==> config.mk <==
export PLATFORM = sky130hd
export DESIGN_NAME = lsc_ctrl
export DESIGN_NICKNAME = d
export VERILOG_FILES = /design/src/design/lsc_pkg.sv /design/src/design/lsc_conv_if.sv /design/src/design/lsc_ctrl.sv /design/src/design/lsc_conv_seq.sv
export SDC_FILE = /design/constraint.sdc
export NUM_CORES = 1
export LEC_CHECK = 0
export BUFFER_PORTS_ARGS = -buffer_cell sky130_fd_sc_hd__buf_2
export CORE_MARGIN = 2
export CORE_UTILIZATION = 55
export CTS_CLUSTER_SIZE = 14
export DETAILED_ROUTE_END_ITERATION = 8
export PLACE_DENSITY = 0.79
export SYNTH_ARGS = -nofsm -noshare
export SYNTH_HDL_FRONTEND = slang
export SYNTH_SLANG_ARGS = --single-unit
==> constraint.sdc <==
create_clock -name clk -period 2.8 [get_ports clk]
set_input_delay 0.28 -clock clk [delete_from_list [all_inputs] [get_ports clk]]
set_output_delay 0.28 -clock clk [all_outputs]
set_load 0.01 [all_outputs]
==> src/design/lsc_pkg.sv <==
// Package for the light sensor configuration and mode control block.
// Assumes a 50 MHz system clock and the device register map with 8-bit offsets.
package lsc_pkg;

  // ************************************************************
  // Register offsets
  // ************************************************************
  localparam logic [7:0]  LSC_OFS_RESULT    = 8'h00;
  localparam logic [7:0]  LSC_OFS_OPCTL     = 8'h01;

  // ************************************************************
  // Control register layout and reset value
  // ************************************************************
  localparam logic [15:0] LSC_OPCTL_RESET   = 16'hC810;
  localparam int          LSC_RANGE_MSB     = 15;
  localparam int          LSC_RANGE_LSB     = 12;
  localparam int          LSC_ILEN_BIT      = 11;
  localparam int          LSC_MODE_MSB      = 10;
  localparam int          LSC_MODE_LSB      = 9;
  localparam int          LSC_OVL_BIT       = 8;
  localparam int          LSC_DONE_BIT      = 7;
  localparam int          LSC_HIGH_BIT      = 6;
  localparam int          LSC_LOW_BIT       = 5;
  localparam int          LSC_MISC_MSB      = 4;
  localparam logic [3:0]  LSC_RANGE_AUTO    = 4'hC;
  localparam logic [3:0]  LSC_RANGE_RES1    = 4'h5;
  localparam logic [3:0]  LSC_RANGE_RES2LO  = 4'h1;

  // ************************************************************
  // Operating modes
  // ************************************************************
  localparam logic [1:0]  LSC_MODE_OFF      = 2'h0;
  localparam logic [1:0]  LSC_MODE_SINGLE   = 2'h1;

  // ************************************************************
  // Conversion timing
  // ************************************************************
  localparam int          LSC_CLK_HZ        = 50000000;
  localparam int          LSC_SHORT_MS      = 100;
  localparam int          LSC_LONG_MS       = 800;
  localparam int          LSC_SHORT_CYC     = LSC_CLK_HZ / 1000 * LSC_SHORT_MS;
  localparam int          LSC_LONG_CYC      = LSC_CLK_HZ / 1000 * LSC_LONG_MS;
  localparam int          LSC_CNT_W         = 26;

endpackage

==> src/design/lsc_conv_if.sv <==
// Interface between the control register logic and the conversion sequencer.
// Assumes both ends run on the same clock.
`timescale 1ns/1ps
`default_nettype none
interface lsc_conv_if;
  logic start;
  logic abort;
  logic long_sel;
  logic busy;
  logic done;

  modport ctl (output start, output abort, output long_sel, input busy, input done);
  modport seq (input start, input abort, input long_sel, output busy, output done);
endinterface
`default_nettype wire

==> src/design/lsc_ctrl.sv <==
// Top of the light sensor configuration and mode control block.
// Assumes a register access port from the serial bus front end and a sampled
// front end that supplies mantissa, chosen range and overload on the same clock.
//
// Function
// - A control register write aborts any conversion in progress immediately.
// - After a write, a new conversion starts if the new mode asks for one.
// - Control register at 01h, reset C810h; 15:9 and 4:0 writable, 8:5 read-only.
// - Range code 1100b means automatic ranging, chosen range reported in result exponent.
// - Range selector powers up as 1100b, automatic ranging.
// - Integration bit 11 picks 100 ms (0) or 800 ms (1) conversions.
// - Short integration drops one, two or three resolution bits on low ranges.
// - Result layout and count weight stay the same for both integration times.
// - Mode field 00 shutdown, 01 single-shot, 10 or 11 continuous.
// - Single-shot reads 01b while converting, then returns itself to 00b shutdown.
// - Entering shutdown leaves ready, high and low flags untouched.
// - Done flag set per conversion end; cleared by control read or non-shutdown write.
// - Result holds 4-bit exponent over 12-bit magnitude of latest conversion.
`timescale 1ns/1ps
`default_nettype none
module lsc_ctrl
  import lsc_pkg::*;
#(
  parameter int SHORT_CYC = LSC_SHORT_CYC,
  parameter int LONG_CYC  = LSC_LONG_CYC
) (
  // Clock and reset
  input  wire logic        clk,
  input  wire logic        rst_n,
  // Register access from the serial bus front end
  input  wire logic [7:0]  reg_addr,
  input  wire logic        reg_wr,
  input  wire logic [15:0] reg_wdata,
  input  wire logic        reg_rd,
  output var  logic [15:0] reg_rdata,
  // Converter front end
  input  wire logic [11:0] fe_mantissa,
  input  wire logic [3:0]  fe_auto_range,
  input  wire logic        fe_overload,
  // Limit logic outside this block
  input  wire logic        above_limit_ind,
  input  wire logic        below_limit_ind,
  // Status towards the rest of the device
  output var  logic        converting,
  output var  logic        conv_end,
  output var  logic [3:0]  range_select,
  output var  logic [4:0]  report_ctl
);

  // ************************************************************
  // State
  // ************************************************************
  typedef struct packed {
    logic [3:0]  range;
    logic        ilen;
    logic [1:0]  mode;
    logic [4:0]  misc;
    logic        ovl;
    logic        done_ind;
    logic [15:0] result;
    logic [15:0] rdata;
    logic        start;
    logic        abort;
    logic        conv_end;
  } lsc_ctl_s;

  lsc_ctl_s s_q;
  lsc_ctl_s s_d;

  lsc_conv_if cv ();

  // Number of low mantissa bits that carry no information on a short window.
  function automatic logic [1:0] lsc_res_drop(input logic [3:0] rng, input logic ilen);
    logic [1:0] n;
    n = 2'h0;
    if (!ilen) begin
      if (rng == 4'h0) begin
        n = 2'h3;
      end else if (rng >= LSC_RANGE_RES2LO && rng < LSC_RANGE_RES1) begin
        n = 2'h2;
      end else if (rng == LSC_RANGE_RES1) begin
        n = 2'h1;
      end
    end
    return n;
  endfunction

  // Full control register image as software sees it.
  function automatic logic [15:0] lsc_opctl_img(input lsc_ctl_s s, input logic hi, input logic lo);
    logic [15:0] v;
    v = {s.range, s.ilen, s.mode, s.ovl, s.done_ind, hi, lo, s.misc};
    return v;
  endfunction

  logic [3:0]  eff_range;
  logic [11:0] eff_mant;
  logic        wr_ctl;
  logic        rd_ctl;
  logic        conv_fin;

  // ************************************************************
  // Next state
  // ************************************************************
  always_comb begin
    s_d          = s_q;
    s_d.start    = 1'b0;
    s_d.abort    = 1'b0;
    s_d.conv_end = 1'b0;
    wr_ctl       = reg_wr && (reg_addr == LSC_OFS_OPCTL);
    rd_ctl       = reg_rd && (reg_addr == LSC_OFS_OPCTL);
    // A done pulse that meets a pending abort belongs to the aborted window and is dropped.
    conv_fin     = cv.done && !s_q.abort;
    eff_range    = (s_q.range == LSC_RANGE_AUTO) ? fe_auto_range : s_q.range;
    // Masking keeps the exponent and LSB weight unchanged; only noise bits go.
    eff_mant     = fe_mantissa & ~((12'h001 << lsc_res_drop(eff_range, s_q.ilen)) - 12'h001);

    // Clearing first lets a same-cycle completion set the flag again.
    if (rd_ctl) begin
      s_d.done_ind = 1'b0;
    end

    if (conv_fin) begin
      s_d.result   = {eff_range, eff_mant};
      s_d.ovl      = fe_overload;
      s_d.done_ind = 1'b1;
      s_d.conv_end = 1'b1;
      if (s_q.mode == LSC_MODE_SINGLE) begin
        s_d.mode = LSC_MODE_OFF;
      end else if (s_q.mode != LSC_MODE_OFF) begin
        s_d.start = 1'b1;
      end
    end

    if (wr_ctl) begin
      s_d.range = reg_wdata[LSC_RANGE_MSB:LSC_RANGE_LSB];
      s_d.ilen  = reg_wdata[LSC_ILEN_BIT];
      s_d.mode  = reg_wdata[LSC_MODE_MSB:LSC_MODE_LSB];
      s_d.misc  = reg_wdata[LSC_MISC_MSB:0];
      s_d.abort = 1'b1;
      s_d.start = (reg_wdata[LSC_MODE_MSB:LSC_MODE_LSB] != LSC_MODE_OFF);
      // A shutdown write keeps every reporting flag as it was.
      if (reg_wdata[LSC_MODE_MSB:LSC_MODE_LSB] != LSC_MODE_OFF && !conv_fin) begin
        s_d.done_ind = 1'b0;
      end
    end

    unique case (reg_addr)
      LSC_OFS_RESULT: s_d.rdata = s_q.result;
      LSC_OFS_OPCTL:  s_d.rdata = lsc_opctl_img(s_q, above_limit_ind, below_limit_ind);
      default:        s_d.rdata = 16'h0000;
    endcase
    if (!reg_rd) begin
      s_d.rdata = s_q.rdata;
    end
  end

  // ************************************************************
  // Registers
  // ************************************************************
  always_ff @(posedge clk or negedge rst_n) begin
    if (!rst_n) begin
      s_q.range    <= LSC_OPCTL_RESET[LSC_RANGE_MSB:LSC_RANGE_LSB];
      s_q.ilen     <= LSC_OPCTL_RESET[LSC_ILEN_BIT];
      s_q.mode     <= LSC_OPCTL_RESET[LSC_MODE_MSB:LSC_MODE_LSB];
      s_q.misc     <= LSC_OPCTL_RESET[LSC_MISC_MSB:0];
      s_q.ovl      <= LSC_OPCTL_RESET[LSC_OVL_BIT];
      s_q.done_ind <= LSC_OPCTL_RESET[LSC_DONE_BIT];
      s_q.result   <= 16'h0000;
      s_q.rdata    <= 16'h0000;
      s_q.start    <= 1'b0;
      s_q.abort    <= 1'b0;
      s_q.conv_end <= 1'b0;
    end else begin
      s_q <= s_d;
    end
  end

  // ************************************************************
  // Sequencer and outputs
  // ************************************************************
  assign cv.start    = s_q.start;
  assign cv.abort    = s_q.abort;
  assign cv.long_sel = s_q.ilen;

  lsc_conv_seq #(
    .SHORT_CYC (SHORT_CYC),
    .LONG_CYC  (LONG_CYC)
  ) u_seq (
    .clk   (clk),
    .rst_n (rst_n),
    .cv    (cv)
  );

  assign reg_rdata    = s_q.rdata;
  assign converting   = cv.busy;
  assign conv_end     = s_q.conv_end;
  assign range_select = s_q.range;
  assign report_ctl   = s_q.misc;

endmodule // lsc_ctrl
`default_nettype wire

==> src/design/lsc_conv_seq.sv <==
// Conversion sequencer: times one integration window and pulses done at its end.
// Assumes start and abort are one-cycle pulses from the control logic.
`timescale 1ns/1ps
`default_nettype none
module lsc_conv_seq
  import lsc_pkg::*;
#(
  parameter int SHORT_CYC = LSC_SHORT_CYC,
  parameter int LONG_CYC  = LSC_LONG_CYC
) (
  // Clock and reset
  input  wire logic clk,
  input  wire logic rst_n,
  // Control side
  lsc_conv_if.seq   cv
);

  typedef enum logic [0:0] {
    LSC_SQ_IDLE = 1'b0,
    LSC_SQ_RUN  = 1'b1
  } lsc_sq_e;

  typedef struct packed {
    lsc_sq_e              st;
    logic [LSC_CNT_W-1:0] cnt;
    logic                 done;
  } lsc_sq_s;

  lsc_sq_s s_q;
  lsc_sq_s s_d;

  always_comb begin
    s_d      = s_q;
    s_d.done = 1'b0;
    unique case (s_q.st)
      LSC_SQ_IDLE: begin
      end
      LSC_SQ_RUN: begin
        if (s_q.cnt <= LSC_CNT_W'(1)) begin
          s_d.st   = LSC_SQ_IDLE;
          s_d.done = 1'b1;
        end else begin
          s_d.cnt = s_q.cnt - LSC_CNT_W'(1);
        end
      end
    endcase
    // An abort drops the running window at once, with no done pulse.
    if (cv.abort) begin
      s_d.st   = LSC_SQ_IDLE;
      s_d.done = 1'b0;
    end
    if (cv.start) begin
      s_d.st  = LSC_SQ_RUN;
      s_d.cnt = cv.long_sel ? LSC_CNT_W'(LONG_CYC) : LSC_CNT_W'(SHORT_CYC);
    end
  end

  always_ff @(posedge clk or negedge rst_n) begin
    if (!rst_n) begin
      s_q <= '{st: LSC_SQ_IDLE, cnt: '0, done: 1'b0};
    end else begin
      s_q <= s_d;
    end
  end

  assign cv.busy = (s_q.st == LSC_SQ_RUN);
  assign cv.done = s_q.done;

endmodule // lsc_conv_seq
`default_nettype wire

==> impl_metrics.csv, run 1 <==
group,metric,value,unit
setup_path,cp.required,3.08,ns
layout,utilization,0.630,
layout,fin_area,4280,um2
floorplan,io-pin-count,74,
yosys,ys_seq_area_frac,0.501,
detailed_routing,drt_iter0_drc,325,
placement,dp.cells,511,
layout,final_nets,476,
global_routing,grt_max_degree,78,
placement,pre_cts_ws,0.197,ns
yosys,ys_types,55,
timing,setup_violations,0,
yosys,syn_area,3860,um2
clock_tree,cts_hold_buf,0,
yosys,synthTopCellsByArea,"dfrtp_1 (47%), buf_4 (4.9%), o21ai_0 (4.8%)",
timing,setup_ws,0.188,ns
power_and_ir_drop,fin_total_pwr,3.47,mW
global_routing,grt_pass1_wl,13.5,mm
floorplan,die_area,7700,um2
floorplan,placementRows,30,
setup_path,worst_setup_path_start_kind,"flip-flop",
timing,max_freq,383,MHz
layout,n_fill_cell,574,
setup_path,crit_type,"flip-flop to flip-flop",
power_and_ir_drop,p_comb_frac,0.334,
yosys,synthFlopType,"dfrtp_1",
layout,areaGrowthSynthToFinish,11.0,%
layout,n_antenna_cell,0,
power_and_ir_drop,p_sw,1.30,mW
detailed_routing,vias_per_cell,5.75,
timing,fin_setup_tns,0,ns
placement,io_buffers,69,
yosys,synth_common_cells,"dfrtp_1 (73), o21ai_0 (37), nand2_1 (36), inv_1 (27), buf_4 (25)",
detailed_routing,vias,3028,
timing,fin_hold_ws,0.0691,ns
setup_path,path_cells,"or4_1 > nor4_1 > o2111ai_1 > or4_1 > a21oi_1",
yosys,syn-num-nets,437,
timing,fin_crit_sh,0.933,
yosys,synth-seq-cells,77,
global_routing,grt_util_all_layers,0.226,
clock_tree,insertion_delay,0.36,ns
floorplan,fp.dieW,87.8,um
detailed_routing,routedWlPerCell,15.2,um
yosys,synth_edf_count,0,
power_and_ir_drop,ir_worst_vdd,377,uV
yosys,postSynthCellCount,387,
run,maxCapViolations,0,
power_and_ir_drop,p_sw_frac,0.376,
yosys,yosysWarningCount,0,
global_routing,antenna_found_initial,0,
layout,final_cells,527,
global_routing,grt-ovfl-total,0,
status,status,"completed",
clock_tree,cts_tree,"done",
yosys,yosysMostFrequentCell,"dfrtp_1",
power_and_ir_drop,intPower,2.17,mW
power_and_ir_drop,seq_power_share,0.422,
clock_tree,htreeDepth,3,
layout,drive_above_1_share,0.276,
min_path,hold_class,"input port to async pin",
setup_path,critical_path.endpoint_type,"flip-flop",
timing,min_period,2.61,ns
detailed_routing,ant_nets,0,
power_and_ir_drop,p_leak,2.02,nW
clock_tree,cts_setup_buffers,0,
timing,finalClockSkew,0.0143,ns
timing,final-hold-violation-count,0,
yosys,syn_area_per_cell,9.97,um2
global_routing,grt_pass1_vias,2865,
detailed_routing,drt_pass1_iterations,5,
clock_tree,numCtsBuffers,9,
timing,tightest_slew,0.949,ns
setup_path,cp_max_fo,7,
setup_path,crit_arrival,2.89,ns
timing,maxSlewHeadroom,0.367,
placement,dp_hpwl,5.50,mm
timing,rsz0062_at_grt,"no",
clock_tree,clock_sinks,77,
floorplan,die-height,87.8,um
placement,dpl-instance-area,4080,um2
yosys,synth_top_cell_by_area,"dfrtp_1",
setup_path,crit_path_max_incr_delay,0.63,ns
timing,slew_viol_final,0,
clock_tree,clk_pin_slew,0.08,ns
placement,gp_congestion,0.950,
power_and_ir_drop,p_clk_frac,0.244,
detailed_routing,drc,0,
yosys,ys_async_sr_fraction,1.00,
setup_path,crit_top_cell,"or4_1",
setup_path,crit_slowest_cell,"or4_1",
floorplan,coreArea,6790,um2
clock_tree,cts_buffer_depth,2,
power_and_ir_drop,powerDensity,810,nW/um2
detailed_routing,postRouteWirelength,7.99,mm
yosys,synth.top_cell.area_share,0.473,
clock_tree,cts-root-buf,"clkbuf_8",
floorplan,start_util,0.568,
==> sequential cells by signal, summed over array words and instances (netlist names) <==
signal	flops
u_seq.s_q	26
s_q	20
reg_rdata	16
report_ctl	5
range_select	4
conv_end	1
cv.abort	1
cv.long_sel	1
cv.start	1
u_seq.cv.busy	1
u_seq.cv.done	1
==> power by group through the flow <==
stage                     Clock [mW]  Combinational (mW)  Sequential [mW]
after floorplan                    0               0.983             1.44
after global placement             0                1.10             1.47
after detailed placement           0                1.14             1.48
after CTS                      0.863                1.15             1.46
after global routing           0.911                1.31             1.50
final                          0.848                1.16             1.46
==> placed cells by master (no fill, tap or decap), types with 3 or more instances in the layout <==
master | Yosys | routed
or3_1 | 13 | 13
nor3_1 | 13 | 13
a22o_1 | 4 | 4
buf_4 | 25 | 8
a21oi_1 | 12 | 11
o31ai_1 | 4 | 4
mux2_2 | 10 | 10
nor2_1 | 13 | 13
and4b_1 | 3 | 3
or4_1 | 8 | 8
a31oi_1 | 4 | 4
dfstp_2 | 4 | 4
xor2_1 | 4 | 4
buf_2 | 3 | 68
ha_1 | 3 | 3
a32oi_1 | 16 | 16
nand3_1 | 10 | 10
nand2_1 | 36 | 36
clkbuf_8 | 0 | 9
dfrtp_1 | 73 | 73
inv_1 | 27 | 27
o21ai_0 | 37 | 37
nor4_1 | 6 | 6
==> metal layers <==
layer  wire, um  track usage
met1       3740        0.336
met2       3610        0.331
met3        445       0.0330
met4        187       0.0979
met5          0            0
==> what timing repair did <==
action | in CTS | in global routing
resized for setup | 0 | 1
hold endpoints to repair | 0 | 0
setup endpoints to repair | 0 | 4
==> final timing paths <==
path                       slack (ns)            end  cells after the start            from
max                              0.19  u_seq.s_q[21]                      5   u_seq.s_q[14]
min                              0.07   u_seq.s_q[3]                      1           rst_n
max reg2reg                      0.19  u_seq.s_q[21]                      5   u_seq.s_q[14]
min reg2reg                      0.48        s_q[26]                      2         s_q[26]
max in group asynchronous        2.11  u_seq.s_q[15]                      1           rst_n
min in group clk                 0.11        s_q[24]                      3  fe_mantissa[5]
==> cell type report <==
type                            instances  area, um2  area share
Inverter                               27        101      0.0237
Clock inverter                          6       71.3      0.0167
Clock buffer                           10        128      0.0298
Sequential cell                        77       1930       0.451
Tap cell                               96        120      0.0280
Multi-Input combinational cell        235       1530       0.357
Timing Repair Buffer                   76        400      0.0935
==> cells by family after synthesis <==
group                      synth area share
DFF                                   0.501
buffers and inverters                 0.105
AOI/OAI and AO/OA                     0.179
and+or+nand+nor                       0.163
xor gates and xnor gates             0.0136
adders and majority gates           0.00973
muxes                                0.0292
==> worst max-delay path, delay by kind of cell (launching register included) <==
kind,cells,cell delay [ns]
AND/OR/NAND/NOR,3,1.60
flip-flops,1,0.41
AO/OA/AOI/OAI,2,0.53
No activity file was read; power rests on OpenSTA's default activity.
==> run 2: changes to the inputs <==
==> constraint.sdc (replaced) <==
create_clock -name clk -period 3 [get_ports clk]
set_input_delay 0.3 -clock clk [delete_from_list [all_inputs] [get_ports clk]]
set_output_delay 0.3 -clock clk [all_outputs]
set_load 0.01 [all_outputs]
==> run 2 against run 1 <==
Cell area down 0.76%. Routed wire length up 3.9%. Flip-flop and latch count is the same. Clock skew decreased by 0.0052 ns. Final cell count is 0.57% lower. Worst setup slack improved by 0.099 ns. Fmax fell by 3.7%. Largest cell class unchanged. Global-route usage up 0.43 points. Register-to-register slack better by 0.099 ns. Largest power group unchanged. Combinational power is 9% lower. Critical path depth did not move. Non-clock buffer count decreased by 3.
==> impl_metrics.csv, run 2 (synthesized netlist as in run 1, its figures left out) <==
group,metric,value,unit
status,status,"completed",
min_path,hold_class,"input port to async pin",
clock_tree,clock_sinks,77,
setup_path,crit_arrival,2.99,ns
timing,slew_viol_final,0,
placement,pre_cts_ws,0.348,ns
timing,fin_setup_tns,0,ns
layout,final_nets,473,
floorplan,io-pin-count,74,
floorplan,placementRows,30,
global_routing,grt_pass1_wl,13.6,mm
power_and_ir_drop,powerDensity,753,nW/um2
layout,largest_reg_flops,26,
layout,regArea,1930,um2
timing,finalClockSkew,0.00906,ns
detailed_routing,drc,0,
layout,utilization,0.626,
clock_tree,cts_setup_buffers,0,
layout,fin_area,4250,um2
setup_path,worst_setup_path_start_kind,"flip-flop",
clock_tree,insertion_delay,0.36,ns
layout,n_antenna_cell,0,
floorplan,coreArea,6790,um2
clock_tree,numCtsBuffers,9,
floorplan,die_area,7700,um2
setup_path,r2r-end,"u_seq.s_q[21]",
clock_tree,cts_buffer_depth,2,
timing,max_freq,369,MHz
detailed_routing,postRouteWirelength,8.30,mm
detailed_routing,vias,3053,
detailed_routing,routedWlPerCell,15.8,um
power_and_ir_drop,p_leak,2.01,nW
floorplan,die-height,87.8,um
power_and_ir_drop,intPower,1.99,mW
layout,layout_commonest_cell,"dfrtp_1",
placement,dpl-instance-area,4060,um2
floorplan,fp.dieW,87.8,um
setup_path,reg2reg_slack,0.29,ns
layout,n_fill_cell,561,
detailed_routing,ant_nets,0,
clock_tree,cts_tree,"done",
clock_tree,cts-root-buf,"clkbuf_8",
timing,rsz0062_at_grt,"no",
timing,setup_violations,0,
timing,min_period,2.71,ns
setup_path,cp.required,3.28,ns
floorplan,start_util,0.568,
setup_path,rr_worst_depth,5,
layout,top_register,"u_seq.s_q",
global_routing,grt_pass1_vias,2853,
layout,multi_input_area,1530,um2
timing,fin_crit_sh,0.904,
clock_tree,cts_hold_buf,0,
power_and_ir_drop,p_sw,1.21,mW
placement,dp_hpwl,5.53,mm
layout,areaGrowthSynthToFinish,10.1,%
timing,tightest_slew,0.945,ns
detailed_routing,drt_iter0_drc,237,
setup_path,cp_max_fo,7,
layout,final_cell_mix,"dfrtp_1 (73), buf_2 (68), o21ai_0 (37)",
run,maxCapViolations,0,
setup_path,critical_path.endpoint_type,"flip-flop",
power_and_ir_drop,ir_worst_vdd,382,uV
setup_path,crit_type,"flip-flop to flip-flop",
timing,maxSlewHeadroom,0.370,
clock_tree,ctsResizeCount,0,
timing,setup_ws,0.287,ns
placement,gp_congestion,0.938,
global_routing,grt-ovfl-total,0,
power_and_ir_drop,p_clk_frac,0.242,
timing,fin_hold_ws,0.0818,ns
clock_tree,htreeDepth,3,
clock_tree,clk_pin_slew,0.08,ns
placement,io_buffers,69,
timing,final-hold-violation-count,0,
layout,drive_above_1_share,0.269,
global_routing,grt_util_all_layers,0.230,
detailed_routing,drt_pass1_iterations,4,
setup_path,reg2reg_from,"u_seq.s_q[14]",
detailed_routing,vias_per_cell,5.83,
global_routing,grt_max_degree,78,
power_and_ir_drop,p_comb_frac,0.330,
power_and_ir_drop,p_sw_frac,0.377,
global_routing,antenna_found_initial,0,
power_and_ir_drop,seq_power_share,0.428,
==> run 2: changes by cell type in the layout (fill, tap and decap cells not counted) <==
| cell | change |
|---|---|
| a21oi_1 | +1 |
| a21oi_2 | -1 |
| buf_4 | -3 |
| clkinv_2 | +2 |
| clkinv_4 | +1 |
| clkinvlp_4 | -1 |
| inv_6 | -2 |
==> run 2: layout make-up <==
| cell class | count | share of cell area |
|---|---|---|
| tap | 96 | 0.0283 |
| timing repair buffer | 73 | 0.0889 |
| multi-input combinational | 235 | 0.359 |
| clock inverter | 6 | 0.0153 |
| clock buffer | 10 | 0.0300 |
| inverter | 27 | 0.0238 |
| sequential | 77 | 0.455 |
==> run 2: through the flow <==
stage | total power, mW | std cells
2_1_floorplan | 2.26 | 387
3_3_place_gp | 2.38 | 508
3_5_place_dp | 2.42 | 508
4_1_cts | 3.19 | 524
5_1_grt | 3.43 | 524
6_report | 3.20 | 524
==> run 2: power by group through the flow <==
stage	Clock [mW]	Combinational, mW	Sequential [mW]
global route	0.834	1.20	1.39
global placement	0	1.00	1.38
finish	0.774	1.06	1.37
CTS	0.783	1.04	1.37
floorplan	0	0.917	1.34
detailed placement	0	1.04	1.38
==> run 2: worst max path at each step <==
stage	slack (ns)	cells past startpoint	start	end
2_1_floorplan	0.49	8	u_seq.s_q[14]	u_seq.s_q[7]
3_3_place_gp	0.41	7	range_select[2]	s_q[27]
5_1_grt	0.13	5	u_seq.s_q[14]	u_seq.s_q[21]
4_1_cts	0.31	5	u_seq.s_q[14]	u_seq.s_q[21]
6_report	0.29	5	u_seq.s_q[14]	u_seq.s_q[21]
3_5_place_dp	0.35	7	range_select[2]	s_q[23]
==> run 2: critical path: stages (launching register included) <==
cell and delay (ns):
dfrtp_1 0.41, or4_1 0.63, nor4_1 0.51, o2111ai_1 0.42, or4_1 0.50, a21oi_1 0.17
==> run 2: metal layers <==
metal | GRT usage | up-vias | part of all wire
li1 | - | 1456 | -
met1 | 0.333 | 1479 | 0.47
met2 | 0.333 | 103 | 0.45
met3 | 0.0518 | 15 | 0.060
met4 | 0.102 | 0 | 0.020
met5 | 0 | - | 0
==> run 3: changes to the inputs <==
--- a/config.mk
+++ b/config.mk
@@ -10,6 +10,7 @@
 export CORE_UTILIZATION = 55
 export CTS_CLUSTER_SIZE = 14
 export DETAILED_ROUTE_END_ITERATION = 8
+export MAX_ROUTING_LAYER = met4
 export PLACE_DENSITY = 0.79
 export SYNTH_ARGS = -nofsm -noshare
 export SYNTH_HDL_FRONTEND = slang
==> run 3 against run 2 <==
Critical path depth unchanged. Die area unchanged. Flip-flop and latch count stayed put. Hold slack improved by 0.026 ns. First-iteration DRC count shrank 22%. Largest power group unchanged.
==> impl_metrics.csv, run 3 (synthesized netlist as in run 1, its figures left out) <==
group,metric,value,unit
status,status,"completed",
layout,final_nets,473,
setup_path,crit_type,"flip-flop to flip-flop",
setup_path,reg2reg_from,"u_seq.s_q[14]",
power_and_ir_drop,ir_worst_vdd,340,uV
clock_tree,cts_setup_buffers,0,
detailed_routing,vias,3040,
layout,top_register,"u_seq.s_q",
placement,dp_hpwl,5.46,mm
timing,final-hold-violation-count,0,
timing,fin_setup_tns,0,ns
timing,setup_violations,0,
timing,slew_viol_final,0,
layout,fin_area,4230,um2
power_and_ir_drop,p_leak,2.00,nW
power_and_ir_drop,powerDensity,736,nW/um2
run,maxCapViolations,0,
power_and_ir_drop,intPower,1.91,mW
global_routing,grt_pass1_vias,2787,
power_and_ir_drop,seq_power_share,0.441,
timing,rsz0062_at_grt,"no",
detailed_routing,postRouteWirelength,8.17,mm
power_and_ir_drop,p_sw,1.20,mW
clock_tree,cts_buffer_depth,2,
clock_tree,cts_hold_buf,0,
setup_path,cp_max_fo,7,
timing,min_period,2.70,ns
clock_tree,htreeDepth,3,
global_routing,grt_max_degree,78,
power_and_ir_drop,p_comb_frac,0.341,
detailed_routing,routedWlPerCell,15.6,um
timing,maxSlewHeadroom,0.371,
layout,layout_commonest_cell,"dfrtp_1",
layout,final_cells,524,
placement,pre_cts_ws,0.367,ns
global_routing,grt_util_all_layers,0.230,
timing,finalClockSkew,0.0140,ns
clock_tree,clock_sinks,77,
floorplan,start_util,0.568,
detailed_routing,vias_per_cell,5.80,
power_and_ir_drop,p_sw_frac,0.386,
detailed_routing,drc,0,
clock_tree,cts-root-buf,"clkbuf_8",
global_routing,grt_pass1_wl,13.3,mm
timing,max_freq,371,MHz
detailed_routing,ant_nets,0,
clock_tree,numCtsBuffers,9,
setup_path,worst_setup_path_start_kind,"flip-flop",
floorplan,coreArea,6790,um2
clock_tree,clk_pin_slew,0.07,ns
clock_tree,insertion_delay,0.35,ns
layout,largest_reg_flops,26,
min_path,hold_class,"input port to async pin",
floorplan,placementRows,30,
setup_path,cp.required,3.27,ns
setup_path,cp-startpoint,"u_seq.s_q[14]",
timing,fin_crit_sh,0.899,
floorplan,die_area,7700,um2
floorplan,die-height,87.8,um
placement,dp.cells,508,
global_routing,grt-ovfl-total,0,
detailed_routing,drt_pass1_iterations,4,
layout,n_antenna_cell,0,
floorplan,io-pin-count,74,
timing,tightest_slew,0.944,ns
layout,areaGrowthSynthToFinish,9.53,%
layout,final_cell_mix,"dfrtp_1 (73), buf_2 (68), o21ai_0 (37)",
setup_path,critical_path.endpoint_type,"flip-flop",
floorplan,fp.dieW,87.8,um
placement,dpl-instance-area,4060,um2
global_routing,antenna_found_initial,0,
timing,setup_ws,0.302,ns
layout,drive_above_1_share,0.269,
setup_path,crit_arrival,2.96,ns
power_and_ir_drop,p_clk_frac,0.218,
clock_tree,ctsResizeCount,0,
clock_tree,cts_tree,"done",
detailed_routing,drt_iter0_drc,185,
placement,gp_congestion,0.955,
placement,io_buffers,69,
==> run 3: changes by cell type in the layout (fill, tap and decap cells not counted) <==
cell        change
bufinv_16       -1
clkinv_2        +1
clkinv_4        +1
clkinvlp_4      -1
==> run 3: final cells by class <==
type | count | area (um2)
fillers | 596 | 2570
flip-flops and latches | 77 | 1930
multi-input cells | 235 | 1530
repair buffers | 73 | 378
clock buffers | 10 | 128
well taps | 96 | 120
inverters | 27 | 101
clock inverters | 6 | 41.3
==> run 3: power groups by stage <==
| stage | Sequential [mW] | Clock [mW] | Combinational, mW |
|---|---|---|---|
| global route | 1.40 | 0.741 | 1.20 |
| floorplan | 1.34 | 0 | 0.917 |
| finish | 1.37 | 0.678 | 1.06 |
| global placement | 1.38 | 0 | 1.00 |
| detailed placement | 1.39 | 0 | 1.03 |
| CTS | 1.37 | 0.690 | 1.05 |
==> run 3: path summary, 6_finish.rpt <==
| path | endpoint | slack [ns] | cells after the start |
|---|---|---|---|
| max in group asynchronous | s_q[35] | 2.30 | 1 |
| min in group clk | s_q[22] | 0.13 | 3 |
| worst min register to register | u_seq.cv.done | 0.48 | 1 |
| worst max register to register | u_seq.s_q[21] | 0.30 | 5 |
| worst min-delay path | s_q[32] | 0.11 | 1 |
| worst max-delay path | u_seq.s_q[21] | 0.30 | 5 |
==> run 3: stage by stage <==
step | hold slack, ns | utilization | total power [mW]
floorplan | 0.00441 | - | 2.26
global placement | 0.459 | 0.597 | 2.38
detailed placement | 0.464 | 0.597 | 2.42
CTS | 0.124 | 0.622 | 3.10
global route | 0.128 | 0.622 | 3.34
finish | 0.107 | 0.622 | 3.11
==> run 3: metal layers <==
metal	vias up	track usage	part of all wire
met1	1475	0.334	0.46
met2	111	0.327	0.47
met4	0	0.0755	0.012
met5	-	-	0
met3	7	0.0434	0.062
li1	1447	-	-
==> run 3: worst max-delay path, stage by stage, from the launching register on <==
cell and delay [ns]:
dfrtp_1 0.41, or4_1 0.63, nor4_1 0.52, o2111ai_1 0.41, or4_1 0.49, a21oi_1 0.16
